[src/core/ddc_regs.svh]
// ddc_regs.svh: constants for the dual dma program and idle control
// assumes inclusion by bare name from the dma control module only
`ifndef DDC_REGS_SVH
`define DDC_REGS_SVH
// decoder ranges, 10-bit i/o address, low and high bound
`define DDC_BYTE_DMA_LO 10'h000
`define DDC_BYTE_DMA_HI 10'h00f
`define DDC_INTR1_LO 10'h020
`define DDC_INTR1_HI 10'h021
`define DDC_CFG_LO 10'h022
`define DDC_CFG_HI 10'h023
`define DDC_CTC_LO 10'h040
`define DDC_CTC_HI 10'h043
`define DDC_PAGE_LO 10'h080
`define DDC_PAGE_HI 10'h08f
`define DDC_INTR2_LO 10'h0a0
`define DDC_INTR2_HI 10'h0a1
`define DDC_WORD_DMA_LO 10'h0c0
`define DDC_WORD_DMA_HI 10'h0df
// register indices inside a dma unit (after address shift)
`define DDC_IDX_STATUS_CMD 4'h8
`define DDC_IDX_REQUEST 4'h9
`define DDC_IDX_CMDRD_MASK1 4'ha
`define DDC_IDX_MODE 4'hb
`define DDC_IDX_POINTER 4'hc
`define DDC_IDX_TEMP_MCLR 4'hd
`define DDC_IDX_CLRMASK 4'he
`define DDC_IDX_ALLMASK 4'hf
// field positions
`define DDC_CMD_DISABLE_BIT 2
`define DDC_SETBIT_BIT 2
// reset values
`define DDC_MASK_RESET 4'hf
`define DDC_CMD_RESET 8'h00
// address sync reset value, outside every decoder range
`define DDC_ADDR_PARK 10'h3ff
`endif

[src/core/ddc_pkg.sv]
// ddc_pkg: types shared by the dual dma program and idle control
// assumes ddc_regs.svh is on the include path
package ddc_pkg;
   // unit operating mode
   typedef enum logic [1:0] {DDC_IDLE, DDC_PROGRAM, DDC_ACTIVE} ddc_mode_e;
   // one select per internal subsystem
   typedef struct packed {
      logic byteDma; // byte-wide dma unit
      logic firstIntr; // first interrupt unit
      logic cfgReg; // configuration register pair
      logic counterTimer; // counter/timer unit
      logic dma_page_regs; // dma page registers
      logic secondIntr; // second interrupt unit
      logic wordDma; // word-wide dma unit
   } ddc_sel_s;
   // one decoded register access
   typedef struct packed {
      logic unit; // 0 byte unit, 1 word unit
      logic [3:0] idx; // register index inside the unit
   } ddc_acc_s;
endpackage

[src/core/ddc_dma_ctrl.sv]
// ddc_dma_ctrl: decoder, program access and idle/active control of two
// cascaded four-channel dma units
// assumes all pins but rst and clkEn are asynchronous to core_clk and are synchronised here
// Notes on behaviour
// - decoder gives seven separate subsystem selects
// - two four-channel units, word channel 0 cascades
// - idle mode performs no transfers
// - idle samples requests, select, hold-acknowledge each cycle
// - active only when initialized and request present
// - program mode when no hold-ack and selected
// - program mode wins over active mode
// - byte unit uses A[3:0], word A[4:1]
// - word unit ignores address bit 0
// - read/write strobes time accesses in program mode
// - byte pointer picks high or low byte
// - pointer cleared by reset and master clear
// - set/clear pointer commands move the pointer
// - special commands ignore the data bus
// - active on software or unmasked programmed request
// - pointer 0 low byte, 1 high byte
`include "ddc_regs.svh"
`timescale 1ns/1ps
`default_nettype none
module ddc_dma_ctrl
   import ddc_pkg::*;
(
   input wire logic core_clk, // 40 mhz peripheral clock
   input wire logic rst, // async reset, active high
   input wire logic clkEn, // freezes all state when low
   input wire logic [9:0] ioAddr, // i/o address pins
   input wire logic [7:0] ioDataIn, // i/o data bus in
   input wire logic ioReadStrobeN, // i/o read strobe, low active
   input wire logic ioWriteStrobeN, // i/o write strobe, low active
   input wire logic holdAcknowledge, // bus hold acknowledge
   input wire logic [6:0] periphRequest, // [3:0] byte, [6:4] word ch1-3
   output ddc_sel_s ioSelect, // registered subsystem selects
   output ddc_mode_e byteUnitMode, // byte unit mode
   output ddc_mode_e wordUnitMode, // word unit mode
   output logic [7:0] readData, // register read data
   output logic readDataEn, // drive enable for read data
   output logic [1:0] bytePtr // pointer per unit, [1] word
);
   // ---------------------------------------------------------------
   // input synchronisers
   // ---------------------------------------------------------------
   logic [9:0] addrS1, addrS2; // address sync stages
   logic [7:0] dataS1, dataS2; // data sync stages
   logic rdS1, rdS2, rdPrev; // read strobe sync and history
   logic wrS1, wrS2, wrPrev; // write strobe sync and history
   logic hldaS1, hldaS2; // hold-acknowledge sync
   logic [6:0] reqS1, reqS2; // request sync
   // two flops on every pin, a third on each strobe; logic reads stage 2 and the strobe history flops
   always_ff @(posedge core_clk or posedge rst) begin
      if (rst) begin
         addrS1 <= `DDC_ADDR_PARK; // no false select after reset
         addrS2 <= `DDC_ADDR_PARK;
         dataS1 <= 8'h00;
         dataS2 <= 8'h00;
         rdS1 <= 1'b1;
         rdS2 <= 1'b1;
         rdPrev <= 1'b1;
         wrS1 <= 1'b1;
         wrS2 <= 1'b1;
         wrPrev <= 1'b1;
         hldaS1 <= 1'b0;
         hldaS2 <= 1'b0;
         reqS1 <= 7'h00;
         reqS2 <= 7'h00;
      end else if (clkEn) begin
         addrS1 <= ioAddr;
         addrS2 <= addrS1;
         dataS1 <= ioDataIn;
         dataS2 <= dataS1;
         rdS1 <= ioReadStrobeN;
         rdS2 <= rdS1;
         rdPrev <= rdS2;
         wrS1 <= ioWriteStrobeN;
         wrS2 <= wrS1;
         wrPrev <= wrS2;
         hldaS1 <= holdAcknowledge;
         hldaS2 <= hldaS1;
         reqS1 <= periphRequest;
         reqS2 <= reqS1;
      end
   end

   // ---------------------------------------------------------------
   // top level decoder
   // ---------------------------------------------------------------
   ddc_sel_s selNow; // decode of current address
   ddc_acc_s acc; // unit and register index
   logic rdStart, wrStart; // strobe assertion edges
   always_comb begin
      // separate range compares per subsystem
      selNow.byteDma = addrS2 <= `DDC_BYTE_DMA_HI;
      selNow.firstIntr = addrS2 >= `DDC_INTR1_LO &&
         addrS2 <= `DDC_INTR1_HI;
      selNow.cfgReg = addrS2 >= `DDC_CFG_LO &&
         addrS2 <= `DDC_CFG_HI;
      selNow.counterTimer = addrS2 >= `DDC_CTC_LO &&
         addrS2 <= `DDC_CTC_HI;
      selNow.dma_page_regs = addrS2 >= `DDC_PAGE_LO &&
         addrS2 <= `DDC_PAGE_HI;
      selNow.secondIntr = addrS2 >= `DDC_INTR2_LO &&
         addrS2 <= `DDC_INTR2_HI;
      selNow.wordDma = addrS2 >= `DDC_WORD_DMA_LO &&
         addrS2 <= `DDC_WORD_DMA_HI;
      // unit register select, bit 0 dropped for the word unit
      acc.unit = selNow.wordDma;
      acc.idx = selNow.wordDma ? addrS2[4:1] : addrS2[3:0];
      rdStart = rdPrev && !rdS2;
      wrStart = wrPrev && !wrS2;
   end

   // ---------------------------------------------------------------
   // mode control, one machine per unit
   // ---------------------------------------------------------------
   ddc_mode_e modeReg [2]; // per unit mode
   ddc_mode_e modeNext [2];
   logic [1:0] unitSel; // unit selects
   logic [1:0] progCond; // program entry condition per unit
   logic [1:0] reqCond; // active entry condition per unit
   logic [3:0] reqVec [2]; // hardware requests per unit
   logic [7:0] cmdReg [2], cmdNext [2]; // command register
   logic [3:0] maskReg [2], maskNext [2]; // request masks
   logic [3:0] swReqReg [2], swReqNext [2]; // software requests
   logic [1:0] initReg, initNext; // unit initialised
   logic [7:0] progReg, progNext; // channel programmed
   assign unitSel = {selNow.wordDma, selNow.byteDma};
   // word channel 0 is the cascade link from the byte unit
   assign reqVec[0] = reqS2[3:0];
   assign reqVec[1] = {reqS2[6:4], modeReg[0] == DDC_ACTIVE};
   genvar u;
   generate
      for (u = 0; u < 2; u++) begin : gUnit
         // entry conditions, sampled every cycle
         always_comb begin
            progCond[u] = !hldaS2 && unitSel[u];
            reqCond[u] = initReg[u] &&
               !cmdReg[u][`DDC_CMD_DISABLE_BIT] &&
               ((|(reqVec[u] & ~maskReg[u] &
               progReg[4*u +: 4])) || (|swReqReg[u]));
         end
         // next mode; program outranks active
         always_comb begin
            modeNext[u] = modeReg[u];
            unique case (modeReg[u])
               DDC_IDLE: begin
                  // repeated idle states, no transfer
                  if (progCond[u]) begin
                     modeNext[u] = DDC_PROGRAM;
                  end else if (reqCond[u]) begin
                     modeNext[u] = DDC_ACTIVE;
                  end else begin
                     modeNext[u] = DDC_IDLE;
                  end
               end
               DDC_PROGRAM, DDC_ACTIVE: begin
                  // a selected unit goes to program, even from active
                  if (progCond[u]) begin
                     modeNext[u] = DDC_PROGRAM;
                  end else begin
                     modeNext[u] = reqCond[u] ? DDC_ACTIVE : DDC_IDLE;
                  end
               end
            endcase
         end
         // mode register
         always_ff @(posedge core_clk or posedge rst) begin
            if (rst) begin
               modeReg[u] <= DDC_IDLE;
            end else if (clkEn) begin
               modeReg[u] <= modeNext[u];
            end
         end
      end
   endgenerate

   // ---------------------------------------------------------------
   // program mode register access
   // ---------------------------------------------------------------
   logic [15:0] addrReg [8], addrNext [8]; // channel address
   logic [15:0] cntReg [8], cntNext [8]; // channel word count
   logic [5:0] chModeReg [8], chModeNext [8]; // channel mode
   logic [1:0] ptrReg, ptrNext; // byte pointer per unit
   logic [7:0] rdNext; // read data next
   logic rdEnNext; // read enable next
   logic doRd, doWr; // qualified access edges
   logic [2:0] ch; // global channel index
   logic u1; // accessed unit
   always_comb begin
      u1 = acc.unit;
      ch = {u1, acc.idx[2:1]};
      doRd = rdStart && progCond[u1];
      doWr = wrStart && progCond[u1];
      addrNext = addrReg;
      cntNext = cntReg;
      chModeNext = chModeReg;
      ptrNext = ptrReg;
      cmdNext = cmdReg;
      maskNext = maskReg;
      swReqNext = swReqReg;
      initNext = initReg;
      progNext = progReg;
      rdNext = readData;
      rdEnNext = !rdS2 && progCond[u1];
      if (doRd || doWr) begin
         if (!acc.idx[3]) begin
            // 16-bit address or count, one byte at a time
            if (doWr && acc.idx[0]) begin
               if (ptrReg[u1]) begin
                  cntNext[ch][15:8] = dataS2;
                  progNext[ch] = 1'b1;
               end else begin
                  cntNext[ch][7:0] = dataS2;
               end
            end else if (doWr) begin
               if (ptrReg[u1]) begin
                  addrNext[ch][15:8] = dataS2;
               end else begin
                  addrNext[ch][7:0] = dataS2;
               end
            end else if (acc.idx[0]) begin
               rdNext = ptrReg[u1] ? cntReg[ch][15:8] :
                  cntReg[ch][7:0];
            end else begin
               rdNext = ptrReg[u1] ? addrReg[ch][15:8] :
                  addrReg[ch][7:0];
            end
            ptrNext[u1] = !ptrReg[u1];
         end else begin
            unique case (acc.idx)
               `DDC_IDX_STATUS_CMD: begin
                  if (doWr) begin
                     cmdNext[u1] = dataS2;
                     initNext[u1] = 1'b1;
                  end else begin
                     rdNext = {reqVec[u1], 4'h0};
                  end
               end
               `DDC_IDX_REQUEST: begin
                  if (doWr) begin
                     swReqNext[u1][dataS2[1:0]] =
                        dataS2[`DDC_SETBIT_BIT];
                  end else begin
                     rdNext = {4'h0, swReqReg[u1]};
                  end
               end
               `DDC_IDX_CMDRD_MASK1: begin
                  if (doWr) begin
                     maskNext[u1][dataS2[1:0]] =
                        dataS2[`DDC_SETBIT_BIT];
                  end else begin
                     rdNext = cmdReg[u1];
                  end
               end
               `DDC_IDX_MODE: begin
                  if (doWr) begin
                     chModeNext[{u1, dataS2[1:0]}] = dataS2[7:2];
                  end else begin
                     rdNext = {chModeReg[ch], 2'h0};
                  end
               end
               `DDC_IDX_POINTER: begin
                  // read sets, write clears; data unused
                  ptrNext[u1] = doRd;
               end
               `DDC_IDX_TEMP_MCLR: begin
                  if (doWr) begin
                     // master clear, data unused
                     ptrNext[u1] = 1'b0;
                     cmdNext[u1] = `DDC_CMD_RESET;
                     maskNext[u1] = `DDC_MASK_RESET;
                     swReqNext[u1] = 4'h0;
                     initNext[u1] = 1'b0;
                  end else begin
                     rdNext = 8'h00;
                  end
               end
               `DDC_IDX_CLRMASK: begin
                  if (doWr) begin
                     maskNext[u1] = 4'h0;
                  end
               end
               `DDC_IDX_ALLMASK: begin
                  if (doWr) begin
                     maskNext[u1] = dataS2[3:0];
                  end else begin
                     rdNext = {4'hf, maskReg[u1]};
                  end
               end
            endcase
         end
      end
   end
   // access state registers; pointer cleared by reset
   always_ff @(posedge core_clk or posedge rst) begin
      if (rst) begin
         for (int i = 0; i < 8; i++) begin
            addrReg[i] <= 16'h0000;
            cntReg[i] <= 16'h0000;
            chModeReg[i] <= 6'h00;
         end
         for (int j = 0; j < 2; j++) begin
            cmdReg[j] <= `DDC_CMD_RESET;
            maskReg[j] <= `DDC_MASK_RESET;
            swReqReg[j] <= 4'h0;
         end
         ptrReg <= 2'b00;
         initReg <= 2'b00;
         progReg <= 8'h00;
         readData <= 8'h00;
         readDataEn <= 1'b0;
         ioSelect <= '0;
      end else if (clkEn) begin
         addrReg <= addrNext;
         cntReg <= cntNext;
         chModeReg <= chModeNext;
         cmdReg <= cmdNext;
         maskReg <= maskNext;
         swReqReg <= swReqNext;
         ptrReg <= ptrNext;
         initReg <= initNext;
         progReg <= progNext;
         readData <= rdNext;
         readDataEn <= rdEnNext;
         ioSelect <= selNow;
      end
   end
   // ---------------------------------------------------------------
   // outputs straight from flops
   // ---------------------------------------------------------------
   assign byteUnitMode = modeReg[0];
   assign wordUnitMode = modeReg[1];
   assign bytePtr = ptrReg;
endmodule
`default_nettype wire

[config.mk]
export PLATFORM = sky130hd
export DESIGN_NAME = ddc_dma_ctrl
export DESIGN_NICKNAME = d
export VERILOG_FILES = /design/src/core/ddc_pkg.sv /design/src/core/ddc_dma_ctrl.sv
export VERILOG_INCLUDE_DIRS = /design/src /design/src/core
export SDC_FILE = /design/constraint.sdc
export NUM_CORES = 1
export LEC_CHECK = 0
export ABC_AREA = 1
export BUFFER_PORTS_ARGS = -buffer_cell sky130_fd_sc_hd__clkbuf_2
export CAP_MARGIN = 20
export CORE_ASPECT_RATIO = 1.5
export CORE_MARGIN = 5
export CORE_UTILIZATION = 45
export DETAILED_ROUTE_END_ITERATION = 8
export PLACE_DENSITY = 0.64
export SLEW_MARGIN = 20
export SYNTH_ARGS = -nofsm -noshare
export SYNTH_HDL_FRONTEND = slang
export SYNTH_SLANG_ARGS = --single-unit
[constraint.sdc]
create_clock -name core_clk -period 19.8 [get_ports core_clk]
set_input_delay 1.98 -clock core_clk [delete_from_list [all_inputs] [get_ports core_clk]]
set_output_delay 1.98 -clock core_clk [all_outputs]
set_load 0.01 [all_outputs]
==> impl_metrics.env <==
export IMPL_die_w_um=178
export IMPL_die_area_um2=46700
export IMPL_p_int_mw=1.34
export IMPL_crit_slowest_cell="buf_4"
export IMPL_max_freq_ghz=0.234
export IMPL_die_h_um=262
export IMPL_cp_required_ps=20250
export IMPL_vias=16600
export IMPL_grt_antenna_before_repair=0
export IMPL_fin_crit_sh=0.216
export IMPL_ys_flop_type="dfrtp_1"
export IMPL_ios=53
export IMPL_rows=92
export IMPL_final_antenna_net_count=0
export IMPL_p_sw_mw=0.585
export IMPL_grt_pass1_vias=16400
export IMPL_ys_async_sr_fraction=1.00
export IMPL_netlist_cell_type_count=43
export IMPL_final_util=0.499
export IMPL_hpwlAfterDp_um=39800
export IMPL_stdcell_area_um2=21000
export IMPL_swShare=0.304
export IMPL_drt_iter0_drc=1493
export IMPL_crit_top_cell="nand2_1"
export IMPL_slew_viol_final=0
export IMPL_syn_area_per_cell_um2=7.58
export IMPL_relSlewSlack=0.272
export IMPL_cts_resized=0
export IMPL_synth_yosys_seq_area_share=0.513
export IMPL_clock_power_share=0.391
export IMPL_path_depth=14
export IMPL_r2r_cells=14
export IMPL_finClkSkew_ps=30.7
export IMPL_dpl_cell_area_um2=19600
export IMPL_p_leak_nw=9.97
export IMPL_crit_fanout=84
export IMPL_numCtsBuffers=38
export IMPL_postCtsSetupBuffers=0
export IMPL_tightestPinTransition_ps=1090
export IMPL_drt_pass1_iterations=6
export IMPL_grt_start_max_net_pins=186
export IMPL_clk_path_buf_depth=3
export IMPL_syn_inst=2520
export IMPL_outcome="finished clean"
export IMPL_worstSkewPairLatency_ps=560
export IMPL_vdd_drop_max_mv=0.0808
export IMPL_drc_errors=0
export IMPL_htree_levels=2
export IMPL_initial_core_util=0.454
export IMPL_drive_gt1_frac=0.0879
export IMPL_hold_path_class="flop to flop"
export IMPL_total_power_mw=1.93
export IMPL_clkTransAtPathRegs_ps=60
export IMPL_wirelength_um=59500
export IMPL_finalSetupTns_ps=0
export IMPL_dp_cells=3008
export IMPL_worstSetupPathType="flop to flop"
export IMPL_cts_root_buf="clkbuf_16"
export IMPL_netlist_area_um2=19100
export IMPL_yosysWarnings=0
export IMPL_layout_cells_non_filler=3079
export IMPL_finalSetupViolations=0
export IMPL_rsz0062_at_grt="no"
export IMPL_fill_cells=4137
export IMPL_whs_ps=463
export IMPL_pre_cts_ws_ps=15420
export IMPL_synth_nets=2551
export IMPL_grt_pass1_wl_um=93100
export IMPL_worstHoldPathCells=2
export IMPL_min_period_ps=4270
export IMPL_slowest_delay_ps=850
export IMPL_viasPerCell=5.40
export IMPL_synth_edff_count=0
export IMPL_hold_viol=0
export IMPL_comb_power_share=0.165
export IMPL_critPathLaunchType="flop"
export IMPL_end_kind="flop"
export IMPL_crit_arrival_ps=4720
export IMPL_finalWorstSetupSlack_ps=15530
export IMPL_overflow=0
export IMPL_io_buffers=52
export IMPL_cp_cell_sequence="inv_1, nand3_4, nand2_1, nand2_4, buf_4, nor2_1, nand2_4, inv_2, o21ai_1, nand2_1, nor2_4, o21ai_0, nand2_1, nand2_1"
export IMPL_ys_ff_latch=390
export IMPL_gp_congestion=1.03
export IMPL_grt_use_total=0.254
export IMPL_cts_tree="built"
export IMPL_pwr_share_seq=0.444
export IMPL_path_buf_inv=3
export IMPL_p_per_area_nw_per_um2=91.9
export IMPL_area_growth_pct=9.78
export IMPL_core_um2=42000
export IMPL_routedWlPerCell_um=19.3
export IMPL_critPathTopFamily="simple AND/OR/NAND/NOR gates"
export IMPL_clock_sinks=390
export IMPL_maxCapViolCount=0
export IMPL_nets=2516
export IMPL_ctsHoldBuffers=0
## placed cells by master, fill, tap and decap left out, types with 4 or more instances in the layout
cell and count:
a21oi_1 28, buf_4 19, clkbuf_1 10, clkbuf_16 39
clkbuf_2 52, clkbuf_8 9, clkinv_1 6, dfrtp_1 356
dfstp_2 34, inv_1 260, inv_2 9, mux2i_1 4
nand2_1 866, nand2_2 13, nand2_4 10, nand3_1 225
nand4_1 9, nor2_1 94, nor2_4 5, nor3_1 8
o21ai_0 365, o21ai_1 36, o22ai_1 11
## synthesized netlist by cell type, drive strengths merged, types with 2 or more instances
master / instances / area [µm²]
nand4: 9 / 56.3
buf: 51 / 258
o221a: 3 / 33.8
nand2: 890 / 3440
nand3: 228 / 1160
nor2: 101 / 422
o22ai: 11 / 68.8
o2111ai: 2 / 17.5
o21ai: 404 / 2030
dfrtp: 356 / 8910
inv: 275 / 1030
clkbuf: 97 / 364
dfstp: 34 / 893
nor3: 11 / 76.3
o211ai: 2 / 15.0
mux2i: 4 / 40.0
nor4: 4 / 55.1
a21oi: 28 / 140
## path summary, 6_finish.rpt
check | from | end | slack (ps)
max | addrS2[5]$_DFFE_PP1P_ | maskReg[2]$_DFFE_PP1P_ | 15530
min reg2reg | addrS1[4]$_DFFE_PP1P_ | addrS1[4]$_DFFE_PP1P_ | 460
max in group asynchronous | rst | cntReg[77]$_DFFE_PP0P_ | 16540
max reg2reg | addrS2[5]$_DFFE_PP1P_ | maskReg[2]$_DFFE_PP1P_ | 15530
min | addrS1[4]$_DFFE_PP1P_ | addrS1[4]$_DFFE_PP1P_ | 460
min in group asynchronous | rst | chModeReg[41]$_DFFE_PP0P_ | 1620
## final cells by class
class | instances | area (µm²) | share of cell area
Antenna cell | 1 | 2.50 | 0.000119
Sequential cell | 390 | 9800 | 0.468
Clock buffer | 58 | 1140 | 0.0543
Tap cell | 564 | 706 | 0.0337
Timing Repair Buffer | 73 | 450 | 0.0215
Inverter | 276 | 1040 | 0.0498
Clock inverter | 11 | 160 | 0.00764
Multi-Input combinational cell | 1706 | 7660 | 0.365
## power groups by stage
stage | registers (mW) | logic (mW) | clock network, mW
after floorplan | 0.859 | 0.198 | 0
after global placement | 0.868 | 0.314 | 0
after detailed placement | 0.868 | 0.314 | 0
after CTS | 0.854 | 0.315 | 0.767
after global routing | 0.856 | 0.348 | 0.798
final | 0.855 | 0.317 | 0.754
## worst min-delay path, cell delays in order, from the launching register on
cell and delay [ps]:
dfstp_2 360, nand2_1 50, nand2_1 40
## per-layer routing
layer,GRT usage,wire [µm],share of wire,vias up
met3,0.0347,2870,0.048,195
met5,0,0,0,-
met1,0.302,22800,0.38,7953
li1,-,-,-,7908
met4,0.155,4300,0.072,0
met2,0.432,29500,0.50,582
## registers in the layout, indices dropped and copies added (netlist names), 2 cells and up, named ones only
name	flops
addrS2	10
addrReg	128
wordUnitMode	2
chModeReg	12
swReqReg	8
dataS1	8
cntReg	128
addrS1	10
reqS2	7
maskReg	8
ioSelect	7
progReg	8
bytePtr	2
cmdReg	16
readData	8
byteUnitMode	2
dataS2	8
reqS1	7
## cell families (layout without fill, tap and decap cells)
group / after synthesis / count (layout) / synth area share
compound gates: 457 / 457 / 0.124
buf+inv: 424 / 418 / 0.0868
flops: 390 / 390 / 0.513
mux: 4 / 4 / 0.00210
other cells: 0 / 1 / 0
simple gates: 1245 / 1245 / 0.274
(Power assumes the default switching activity.)
